<file path="config.mk">
export PLATFORM = sky130hd
export DESIGN_NAME = temp_sensor_two_wire_target
export DESIGN_NICKNAME = d
export VERILOG_FILES = /design/src/addr_select_decode.v /design/src/temp_sensor_two_wire_target.v
export VERILOG_INCLUDE_DIRS = /design/src
export SDC_FILE = /design/constraint.sdc
export NUM_CORES = 1
export LEC_CHECK = 0
export BUFFER_PORTS_ARGS = -buffer_cell sky130_fd_sc_hd__buf_2
export CORE_UTILIZATION = 37
export DETAILED_ROUTE_END_ITERATION = 10
export PLACE_DENSITY_LB_ADDON = 0.05
export SLEW_MARGIN = 40
export SYNTH_ARGS = -nofsm -noshare
export SYNTH_HDL_FRONTEND = slang
export SYNTH_SLANG_ARGS = --single-unit
</file>
<file path="constraint.sdc">
create_clock -name CORE_CLK -period 4.5 [get_ports CORE_CLK]
set_input_delay 0.9 -clock CORE_CLK [delete_from_list [all_inputs] [get_ports CORE_CLK]]
set_output_delay 0.9 -clock CORE_CLK [all_outputs]
set_load 0.1 [all_outputs]
</file>
<file path="src/temp_target_defines.vh">
// Purpose: Shared constants of the two-wire temperature sensor target.
// Assumes: Included by bare name from the design files.
// Notes:   Definitions only; no logic lives here.
`ifndef TEMP_TARGET_DEFINES_VH
`define TEMP_TARGET_DEFINES_VH

// Reset values of the result word and the pointer select bits.
`define TEMP_RESET       12'h000
`define PTR_RESET        2'h0

// Pointer code of the temperature result register.
`define PTR_TEMP         2'h0

// Fixed upper nibble of the binary address group.
`define ADDR_BINARY_BASE 4'h9

// Resolution codes and the masks that clear unused low bits.
`define RES_9BIT         2'h0
`define RES_10BIT        2'h1
`define RES_11BIT        2'h2
`define MASK_9BIT        12'hFF8
`define MASK_10BIT       12'hFFC
`define MASK_11BIT       12'hFFE
`define MASK_12BIT       12'hFFF

// Bus clock limits, in kHz, and the core clock rate.
`define SCL_FAST_MAX_KHZ 400
`define SCL_HS_MAX_KHZ   2000
`define CORE_CLK_KHZ     100000
// Core cycles in half a fastest bus clock period, rounded down.
`define SCL_HALF_CYCLES  ((`CORE_CLK_KHZ / `SCL_HS_MAX_KHZ) / 2)

`endif

</file>
<file path="src/addr_select_decode.v">
// Purpose: Turns the address-select pin levels into a 7-bit target address.
// Assumes: Inputs are already synchronised; float flags come from pad sensing.
// Notes:   With THREE_LEVEL at 0 the float flags are ignored.
`timescale 1ns/1ps
`default_nettype none
`include "temp_target_defines.vh"

module addr_select_decode
#(
    parameter THREE_LEVEL = 1
)
(
    // Pin levels, bit 2 is pin 2.
    input  wire [2:0] pin_level,
    // Pin left floating, bit 2 is pin 2.
    input  wire [2:0] pin_float,
    // Decoded address.
    output reg  [6:0] addr
);

    wire [2:0] flt;

    assign flt = (THREE_LEVEL != 0) ? pin_float : 3'h0;

    // Each float pattern selects its own address group.
    always @*
    begin
        case (flt)
            3'h0: addr = {`ADDR_BINARY_BASE, pin_level};
            3'h4:
            begin
                case (pin_level[1:0])
                    2'h0:    addr = 7'h70;
                    2'h1:    addr = 7'h72;
                    2'h2:    addr = 7'h73;
                    default: addr = 7'h75;
                endcase
            end
            3'h5:    addr = pin_level[1] ? 7'h74 : 7'h71;
            3'h6:    addr = pin_level[0] ? 7'h77 : 7'h76;
            3'h2:    addr = {5'h0A, pin_level[2], pin_level[0]};
            3'h1:    addr = {5'h0B, pin_level[2], pin_level[1]};
            3'h3:    addr = pin_level[2] ? 7'h36 : 7'h35;
            default: addr = 7'h37;
        endcase
    end

endmodule
`default_nettype wire

</file>
<file path="src/temp_sensor_two_wire_target.v">
// Purpose: Two-wire target of a temperature sensor with pointer and result.
// Assumes: CORE_CLK is far faster than the bus clock; bus pins are async.
// Notes:   Registers other than the result word live outside this block.
//
// Contract
// - Read-only 12-bit result holds latest conversion.
// - Result read as two bytes, low nibble zero.
// - Two's complement, 0.0625 degree steps.
// - Result reads zero until first conversion.
// - Resolution 9 to 12 bits selectable.
// - Lower resolutions zero the unused low bits.
// - Device is target only, never drives clock.
// - Bus clock up to 400 kHz or 2 MHz.
// - Bytes travel most significant bit first.
// - Address byte then direction; ack on ninth clock.
// - Eight clocks plus ack; data stable clock-high.
// - Three-level pins decode to 27 addresses.
// - Binary variant answers 1001 plus pin bits.
// - Pins sampled at reset, start, acquire request.
// - First write byte loads the pointer.
// - Reads use last written pointer, kept.
// - Register sent high byte first, then low.
// - Acknowledge address, pointer and each data byte.
// - Two pointer bits select, reset to 00.
// - Controller acks read bytes, may end with NACK.
`timescale 1ns/1ps
`default_nettype none
`include "temp_target_defines.vh"

module temp_sensor_two_wire_target
#(
    parameter THREE_LEVEL = 1
)
(
    // Clock and reset.
    input  wire        CORE_CLK,
    input  wire        RST_N,
    // Bus clock, input only.
    input  wire        SCL,
    // Open-drain data line.
    input  wire        SDA_IN,
    output wire        SDA_OUT,
    output reg         SDA_OE,
    // Address-select pins and their float sense.
    input  wire        ADDR_SELECT_PIN_0,
    input  wire        ADDR_SELECT_PIN_1,
    input  wire        ADDR_SELECT_PIN_2,
    input  wire        ADDR_SELECT_FLOAT_0,
    input  wire        ADDR_SELECT_FLOAT_1,
    input  wire        ADDR_SELECT_FLOAT_2,
    input  wire        ADDR_ACQUIRE,
    // Converter side, same clock domain.
    input  wire [11:0] TEMP_RESULT,
    input  wire        TEMP_DONE,
    input  wire [1:0]  RESOLUTION,
    // Other registers of the device.
    input  wire [15:0] RD_WORD,
    output reg  [1:0]  POINTER_SELECT_BITS,
    output reg  [7:0]  WR_DATA,
    output reg         WR_STROBE,
    // Status.
    output reg  [6:0]  TARGET_ADDR,
    output reg         BUSY
);

    // Link states.
    localparam [2:0] ST_IDLE = 3'h0;
    localparam [2:0] ST_RX   = 3'h1;
    localparam [2:0] ST_ACK  = 3'h2;
    localparam [2:0] ST_TX   = 3'h3;
    localparam [2:0] ST_MACK = 3'h4;

    // Which byte of a write is being received.
    localparam [1:0] KIND_ADDR = 2'h0;
    localparam [1:0] KIND_PTR  = 2'h1;
    localparam [1:0] KIND_DATA = 2'h2;

    reg  [1:0]  scl_s_q;
    reg  [1:0]  sda_s_q;
    reg         scl_q;
    reg         sda_q;
    reg  [5:0]  pin_s1_q;
    reg  [5:0]  pin_s2_q;
    reg  [2:0]  boot_q;
    reg  [2:0]  state_q;
    reg  [1:0]  kind_q;
    reg  [3:0]  bit_cnt_q;
    reg  [7:0]  shift_q;
    reg         read_q;
    reg         low_byte_q;
    reg         mack_q;
    reg  [11:0] temp_q;
    reg  [11:0] res_mask;
    wire [6:0]  decoded_addr;
    wire [15:0] read_word;
    wire        scl_rise;
    wire        scl_fall;
    wire        start_det;
    wire        stop_det;
    wire        sample_pins;

    // The device never drives the clock, and pulls data only low.
    assign SDA_OUT = 1'b0;

    // Two flip-flops before anything reads a bus or pin level; the
    // fastest bus clock still gives dozens of core cycles per phase.
    always @(posedge CORE_CLK or negedge RST_N)
    begin
        if (!RST_N)
        begin
            scl_s_q  <= 2'h3;
            sda_s_q  <= 2'h3;
            scl_q    <= 1'b1;
            sda_q    <= 1'b1;
            pin_s1_q <= 6'h00;
            pin_s2_q <= 6'h00;
        end
        else
        begin
            scl_s_q  <= {scl_s_q[0], SCL};
            sda_s_q  <= {sda_s_q[0], SDA_IN};
            scl_q    <= scl_s_q[1];
            sda_q    <= sda_s_q[1];
            pin_s1_q <= {ADDR_SELECT_FLOAT_2, ADDR_SELECT_FLOAT_1,
                         ADDR_SELECT_FLOAT_0, ADDR_SELECT_PIN_2,
                         ADDR_SELECT_PIN_1, ADDR_SELECT_PIN_0};
            pin_s2_q <= pin_s1_q;
        end
    end

    // Edges and bus conditions seen on the synchronised levels.
    assign scl_rise  = scl_s_q[1] & ~scl_q;
    assign scl_fall  = ~scl_s_q[1] & scl_q;
    assign start_det = scl_s_q[1] & scl_q & sda_q & ~sda_s_q[1];
    assign stop_det  = scl_s_q[1] & scl_q & ~sda_q & sda_s_q[1];

    addr_select_decode
    #(
        .THREE_LEVEL (THREE_LEVEL)
    )
    u_decode
    (
        .pin_level (pin_s2_q[2:0]),
        .pin_float (pin_s2_q[5:3]),
        .addr      (decoded_addr)
    );

    // Pins are caught once after reset, at each START and on request;
    // the latch avoids re-sensing the pads on every byte. The boot sample
    // waits for the pin sync to fill, or it would latch reset values.
    assign sample_pins = boot_q[0] | start_det | ADDR_ACQUIRE;

    always @(posedge CORE_CLK or negedge RST_N)
    begin
        if (!RST_N)
        begin
            boot_q      <= 3'h4;
            TARGET_ADDR <= 7'h00;
        end
        else
        begin
            boot_q <= {1'b0, boot_q[2:1]};
            if (sample_pins)
            begin
                TARGET_ADDR <= decoded_addr;
            end
        end
    end

    // Mask of the bits kept at the chosen resolution.
    always @*
    begin
        case (RESOLUTION)
            `RES_9BIT:  res_mask = `MASK_9BIT;
            `RES_10BIT: res_mask = `MASK_10BIT;
            `RES_11BIT: res_mask = `MASK_11BIT;
            default:    res_mask = `MASK_12BIT;
        endcase
    end

    // Result register: zero until a conversion lands, then the latest
    // two's complement value with unused low bits cleared.
    always @(posedge CORE_CLK or negedge RST_N)
    begin
        if (!RST_N)
        begin
            temp_q <= `TEMP_RESET;
        end
        else if (TEMP_DONE)
        begin
            temp_q <= TEMP_RESULT & res_mask;
        end
    end

    // Word returned for the current pointer.
    assign read_word = (POINTER_SELECT_BITS == `PTR_TEMP) ?
                       {temp_q, 4'h0} : RD_WORD;

    // Byte engine. START and STOP win over any byte in progress, so a
    // controller may end a transfer at any bit.
    always @(posedge CORE_CLK or negedge RST_N)
    begin
        if (!RST_N)
        begin
            state_q             <= ST_IDLE;
            kind_q              <= KIND_ADDR;
            bit_cnt_q           <= 4'h0;
            shift_q             <= 8'h00;
            read_q              <= 1'b0;
            low_byte_q          <= 1'b0;
            mack_q              <= 1'b0;
            SDA_OE              <= 1'b0;
            POINTER_SELECT_BITS <= `PTR_RESET;
            WR_DATA             <= 8'h00;
            WR_STROBE           <= 1'b0;
            BUSY                <= 1'b0;
        end
        else
        begin
            WR_STROBE <= 1'b0;
            if (start_det)
            begin
                // Also a repeated START ending a write.
                state_q   <= ST_RX;
                kind_q    <= KIND_ADDR;
                bit_cnt_q <= 4'h0;
                SDA_OE    <= 1'b0;
                BUSY      <= 1'b1;
            end
            else if (stop_det)
            begin
                state_q <= ST_IDLE;
                SDA_OE  <= 1'b0;
                BUSY    <= 1'b0;
            end
            else
            begin
                case (state_q)
                    ST_RX:
                    begin
                        if (scl_rise && bit_cnt_q != 4'h8)
                        begin
                            // Sampled on the rising edge, first bit is MSB.
                            shift_q   <= {shift_q[6:0], sda_q};
                            bit_cnt_q <= bit_cnt_q + 4'h1;
                        end
                        else if (scl_fall && bit_cnt_q == 4'h8)
                        begin
                            state_q <= ST_ACK;
                            SDA_OE  <= 1'b1;
                            case (kind_q)
                                KIND_ADDR:
                                begin
                                    read_q     <= shift_q[0];
                                    low_byte_q <= 1'b0;
                                    if (shift_q[7:1] != TARGET_ADDR)
                                    begin
                                        // Not ours: stay off the line.
                                        state_q <= ST_IDLE;
                                        SDA_OE  <= 1'b0;
                                        BUSY    <= 1'b0;
                                    end
                                end
                                KIND_PTR:
                                begin
                                    // Only the two low pointer bits count.
                                    POINTER_SELECT_BITS <= shift_q[1:0];
                                end
                                default:
                                begin
                                    WR_DATA   <= shift_q;
                                    WR_STROBE <= 1'b1;
                                end
                            endcase
                        end
                    end
                    ST_ACK:
                    begin
                        if (scl_fall)
                        begin
                            bit_cnt_q <= 4'h0;
                            if (kind_q == KIND_ADDR && read_q)
                            begin
                                // High byte goes out first.
                                state_q <= ST_TX;
                                shift_q <= read_word[15:8];
                                SDA_OE  <= ~read_word[15];
                            end
                            else
                            begin
                                state_q <= ST_RX;
                                SDA_OE  <= 1'b0;
                                kind_q  <= (kind_q == KIND_ADDR) ? KIND_PTR
                                                                 : KIND_DATA;
                            end
                        end
                    end
                    ST_TX:
                    begin
                        if (scl_fall)
                        begin
                            if (bit_cnt_q == 4'h7)
                            begin
                                // Release for the controller's ack bit.
                                state_q <= ST_MACK;
                                SDA_OE  <= 1'b0;
                            end
                            else
                            begin
                                shift_q   <= {shift_q[6:0], 1'b0};
                                SDA_OE    <= ~shift_q[6];
                                bit_cnt_q <= bit_cnt_q + 4'h1;
                            end
                        end
                    end
                    ST_MACK:
                    begin
                        if (scl_rise)
                        begin
                            mack_q <= ~sda_q;
                        end
                        else if (scl_fall)
                        begin
                            bit_cnt_q <= 4'h0;
                            if (mack_q)
                            begin
                                // Alternate high and low byte while acked.
                                state_q    <= ST_TX;
                                low_byte_q <= ~low_byte_q;
                                shift_q    <= low_byte_q ? read_word[15:8]
                                                         : read_word[7:0];
                                SDA_OE     <= low_byte_q ? ~read_word[15]
                                                         : ~read_word[7];
                            end
                            else
                            begin
                                // NACK ends the read; wait for STOP or START.
                                state_q <= ST_IDLE;
                                BUSY    <= 1'b0;
                            end
                        end
                    end
                    default:
                    begin
                        SDA_OE <= 1'b0;
                    end
                endcase
            end
        end
    end

    // The controller owns clock, START and STOP; nothing here drives them.

endmodule
`default_nettype wire

</file>
* Yosys cells after proc, flatten, opt, wreduce, memory -nomap -nowiden
Index checks and enable logic that the tools add are counted.
Storage, ports and cells: bits in registers 73, bits of input ports 42, output and inout port bits 21, word-level logic and storage cells 201
Cells by class: $add $sub $neg 1, eq/ne operators 47, muxes and demuxes 83, bitwise gates (word level) 22, reduce and logical (&&, ||, !) cells 27
Operator list (count):
- $mux 8 | 9
- $pmux 7 s7 | 1
- $ne 4x4->1 const B | 12
- $mux 1 | 36
- $pmux 8 s4 | 1
- $mux 3 | 10
- $mux 4 | 7
- $ne 2x2->1 const B | 13
- $reduce_and 6->1 | 4
- $mux 2 | 11
- $pmux 3 s3 | 2
- $mux 16 | 1
- $pmux 4 s4 | 1
- $reduce_and 8->1 | 2
- $and 12x12->12 | 1
- $eq 3x2->1 const B | 4
- $eq 3x3->1 const B | 4
- $ne 3x3->1 const B | 4
- $not 1->1 | 12
- $pmux 3 s4 | 1
- $reduce_and 11->1 | 1
- $reduce_and 9->1 | 1
- $logic_not 2->1 | 4
- $reduce_and 4->1 | 2
- other kinds (19) | 36

* Depth between registers and ports, before layout
depth after elaboration 10, mapped depth 7, mapped depth without buffers 7

* Hierarchy
A second synthesis with hierarchy kept.
Unflattened totals: cells, all modules 319, area, all modules 3626.0 um^2
Modules (own cells, without submodules):
- temp_sensor_two_wire_target | times used 1, cells an instance 289, area an instance 3419.5 um^2, sequential area each 1835.5 um^2
- addr_select_decode | times used 1, cells an instance 30, area an instance 206.4 um^2, sequential area each 0.0 um^2

* Worst setup path before layout
Ideal clock, no wire load.
path type register -> register, start register POINTER_SELECT_BITS[0], end register shift_q[7], setup time 0.145 ns, arrival 2.161 ns, data required time 4.355 ns, setup slack 2.194 ns, stages on the path, launching flop included 7, path buffers 1, period minus slack after synthesis 2.306 ns, cell sequence dfrtp_1 nor2_1 buf_2 mux2_2 a22o_1 a222oi_1 mux2i_1
On the way: longest elaborated chain between the ends 7, elaborated cells between the ends (all ways) 9, those cells by class 8 x mux; 1 x reduce/logical
RTL lines:
- from (decl) | RTL line temp_sensor_two_wire_target.v:58 | output reg [1:0] POINTER_SELECT_BITS,
- from (signal assigned) | RTL line temp_sensor_two_wire_target.v:213 | POINTER_SELECT_BITS <= `PTR_RESET;
- from (signal assigned) | RTL line temp_sensor_two_wire_target.v:267 | POINTER_SELECT_BITS <= shift_q[1:0];
- $logic_not 2->1 (no source line) (*)
- $mux 16 (*) | RTL line temp_sensor_two_wire_target.v:196 | assign read_word = (POINTER_SELECT_BITS == `PTR_TEMP) ?
- $mux 8 | RTL line temp_sensor_two_wire_target.v:330 | shift_q <= low_byte_q ? read_word[15:8]
- $mux 8 | RTL line temp_sensor_two_wire_target.v:325 | if (mack_q)
- $mux 8 | RTL line temp_sensor_two_wire_target.v:322 | else if (scl_fall)
- $mux 8 | RTL line temp_sensor_two_wire_target.v:318 | if (scl_rise)
- $pmux 8 s4 (*) | RTL line temp_sensor_two_wire_target.v:238 | case (state_q)
- to (signal assigned) | RTL line temp_sensor_two_wire_target.v:244 | shift_q <= {shift_q[6:0], sda_q};
- to (signal assigned) | RTL line temp_sensor_two_wire_target.v:310 | shift_q <= {shift_q[6:0], 1'b0};
- to (signal assigned) | RTL line temp_sensor_two_wire_target.v:330
- to (decl) | RTL line temp_sensor_two_wire_target.v:88 | reg [7:0] shift_q;
Mark *: on every way between the ends. The rest lies on a longest branch, timed or not. The select of a mux whose other input is x is not followed. A chain may end at the register's enable or synchronous reset.

* Worst setup path in the final report
start register state_q[0], end register POINTER_SELECT_BITS[0]
On the way: longest elaborated chain between the ends 2
RTL lines:
- from (decl) | RTL line temp_sensor_two_wire_target.v:85 | reg [2:0] state_q;
- from (signal assigned) | RTL line temp_sensor_two_wire_target.v:205 | state_q <= ST_IDLE;
- from (signal assigned) | RTL line temp_sensor_two_wire_target.v:224 | state_q <= ST_RX;
- from (signal assigned) | RTL line temp_sensor_two_wire_target.v:232 | state_q <= ST_IDLE;
- $eq 3x1->1 | RTL line temp_sensor_two_wire_target.v:238
- $reduce_and 6->1 (no source line)
Every way passes these cells.

==> metrics.yaml <==
sta:
  relSlewSlack: 0.547
  tightest_slew_ns: 0.679
  period_share: 0.531
  tns_ns: 0
  setup_viol: 0
  fmax_mhz: 418
  clock_skew_ns: 0.00982
  rsz0062_at_grt: "no"
  slew_viol_final: 0
  period_needed_ns: 2.39
  hold_viol_final: 0
min_path:
  hold_path_end: "boot_q[0]"
  min_path_type: "flip-flop to flip-flop"
  min_path_cells: 0
  hp-start: "boot_q[1]"
global_routing:
  grt_usage: 0.181
  grt_pass1_wl_um: 13600
  grt_overflow_total: 0
  grt_pass1_vias: 2651
  grt_max_degree: 74
  antenna_found_initial: 0
synthesis:
  dominantRegCellSynth: "dfrtp_1"
  yosys-top-cells-area: "dfrtp_1, mux2_2, dfstp_2, mux2i_1, o21ai_0"
  synth_seq_cells: 73
  synth_top_area_cell: "dfrtp_1"
  synth-seq-area-share: 0.512
  ys_warn_count: 0
  synth_enable_flop_cells: 0
  syn_inst: 323
  synth_cell_types: 59
  syn_area_per_cell_sq_um: 11.1
  syn_area_sq_um: 3580
  synth-async-reset-ratio: 1.00
  synth_top_area_frac: 0.461
place:
  io_buffers: 61
  globalplace.congestion: 0.832
  hpwl_um: 6080
floorplanning:
  start_util: 0.384
  die_x_um: 100
  core-area_sq_um: 9330
  dieArea_sq_um: 10100
  core.rowCount: 35
  num_io_pins: 63
  die_h_um: 100
clock_network:
  tritoncts: "built"
  clk_pin_slew_ns: 0.08
  h-tree-depth: 3
  ctsHoldBuffers: 0
  clock_path_buffers: 2
  postCtsSetupRepairBufs: 0
  root_buffer: "clkbuf_8"
  insertion_delay_ns: 0.35
  cts_resized: 0
  numCtsBuffers: 9
  cts_sinks: 73
outcome:
  status: "finished, final reports clean"
layout:
  area_growth_pct: 19.0
  nets: 425
  layout_common_cells: "dfrtp_1, buf_2, mux2_2"
  layout_commonest_cell: "dfrtp_1"
  n_antenna_cell: 0
  drive_gt1_frac: 0.328
setup_path:
  cpMaxStageDelayCell: "dfrtp_1"
  crit_required_ns: 4.74
  path_cells: "or3b_2 -> nor3_1 -> and3b_1 -> mux2_2"
  worstPathArrival_ns: 2.63
  path_max_fanout: 18
  cp_num_buf_inv: 0
  slowest_delay_ns: 0.71
  cp-start-kind: "flip-flop"
  cp_top_family: "simple AND/OR/NAND/NOR gates"
  r2r-start: "state_q[0]"
  r2r_end: "POINTER_SELECT_BITS[0]"
  critical_path_class: "flip-flop to flip-flop"
  endpoint_kind: "flip-flop"
  reg2reg_depth: 4
  ff2ff_setup_slack_ns: 2.11
detailed_routing:
  antenna_left: 0
  drc: 0
  wire_per_inst_um: 16.4
  drtIter0Drc: 109
  dr.pass1.iters: 4
  routed_wl_um: 8420
  route.vias.total: 2666
  viasPerCell: 5.20
job:
  maxCapViolCount: 0
power:
  vdd_drop_max_mv: 0.184
  leakage_nw: 1.94
  powerDensity_nw_per_um2: 417
  p_total_mw: 1.78
registers in the layout (all words and copies together) (netlist names), 2 cells and up:
name and cells:
temp_q 12, WR_DATA 8, shift_q 8, TARGET_ADDR 7, pin_s1_q 6, pin_s2_q 6
bit_cnt_q 4, boot_q 3, state_q 3, POINTER_SELECT_BITS 2, kind_q 2, scl_s_q 2
sda_s_q 2
worst register-to-register path, cell delays in order, from the launching register on:
cell and delay, ns:
dfrtp_1 0.71, or3b_2 0.55, nor3_1 0.42, and3b_1 0.27, mux2_2 0.34
power by group:
part           total, mW  leakage [nW]  internal, mW  switching, mW
logic              0.286         0.910         0.124          0.161
registers          0.808         0.903         0.722         0.0857
clock network      0.686         0.131         0.428          0.259
total               1.78          1.94          1.27          0.506
cell usage after synthesis (all sizes together) (5+ instances only):
master and n:
xnor2 6, a21oi 12, nand2b 6, a211oi 5, nand2 22, inv 12, nor3 10, nand3 10
a22o 5, mux2 28, a21o 6, mux2i 9, o21ai 18, dfstp 7, clkbuf 11, nor2 16
dfrtp 66, buf 7
layer usage:
metal  vias to the layer above  part of all wire  global-route usage
met4                         0             0.026              0.0870
li1                       1292                 -                   -
met5                         -                 0                   0
met2                        68              0.46               0.276
met1                      1290              0.47               0.250
met3                        16             0.045              0.0320
metrics by stage:
step                      worst slack [ns]  instances  hold slack (ns)   util  instance area, sq um
after CTS                             2.11        513            0.354  0.457                  4270
final                                 2.11        513            0.350  0.457                  4270
after detailed placement              2.13        497            0.337  0.429                  4000
after floorplan                       2.19        324            0.331      -                  3590
after global placement                1.92        497            0.332  0.427                  3980
after global routing                  1.97        513            0.363  0.457                  4270
worst max path at each step:
stage	cells past startpoint	slack, ns	to	from
after floorplan	6	2.19	shift_q[7]	POINTER_SELECT_BITS[0]
after global placement	5	1.92	SDA_OE	POINTER_SELECT_BITS[1]
after detailed placement	7	2.13	shift_q[3]	bit_cnt_q[0]
after CTS	7	2.11	shift_q[5]	bit_cnt_q[0]
after global routing	4	1.97	WR_DATA[6]	state_q[0]
final	4	2.11	POINTER_SELECT_BITS[0]	state_q[0]
cells by family after synthesis:
family / count (synthesis) / synth area share
multiplexers: 38 / 0.119
AND/OR/NAND/NOR: 94 / 0.143
AO/OA/AOI/OAI: 75 / 0.156
XOR/XNOR: 8 / 0.0195
adder cells (fa/ha/maj): 4 / 0.0140
buffers and inverters: 30 / 0.0353
flip-flops: 73 / 0.512
other: 1 / 0.00105
area by class of cell:
class | instances | area, sq um
Clock buffer | 10 | 128
Clock inverter | 6 | 138
Fill cell | 902 | 5060
Inverter | 12 | 45.0
Multi-Input combinational cell | 221 | 1640
Sequential cell | 73 | 1840
Tap cell | 129 | 161
Timing Repair Buffer | 62 | 319
Note: power is estimated with default switching activity, not from simulation.
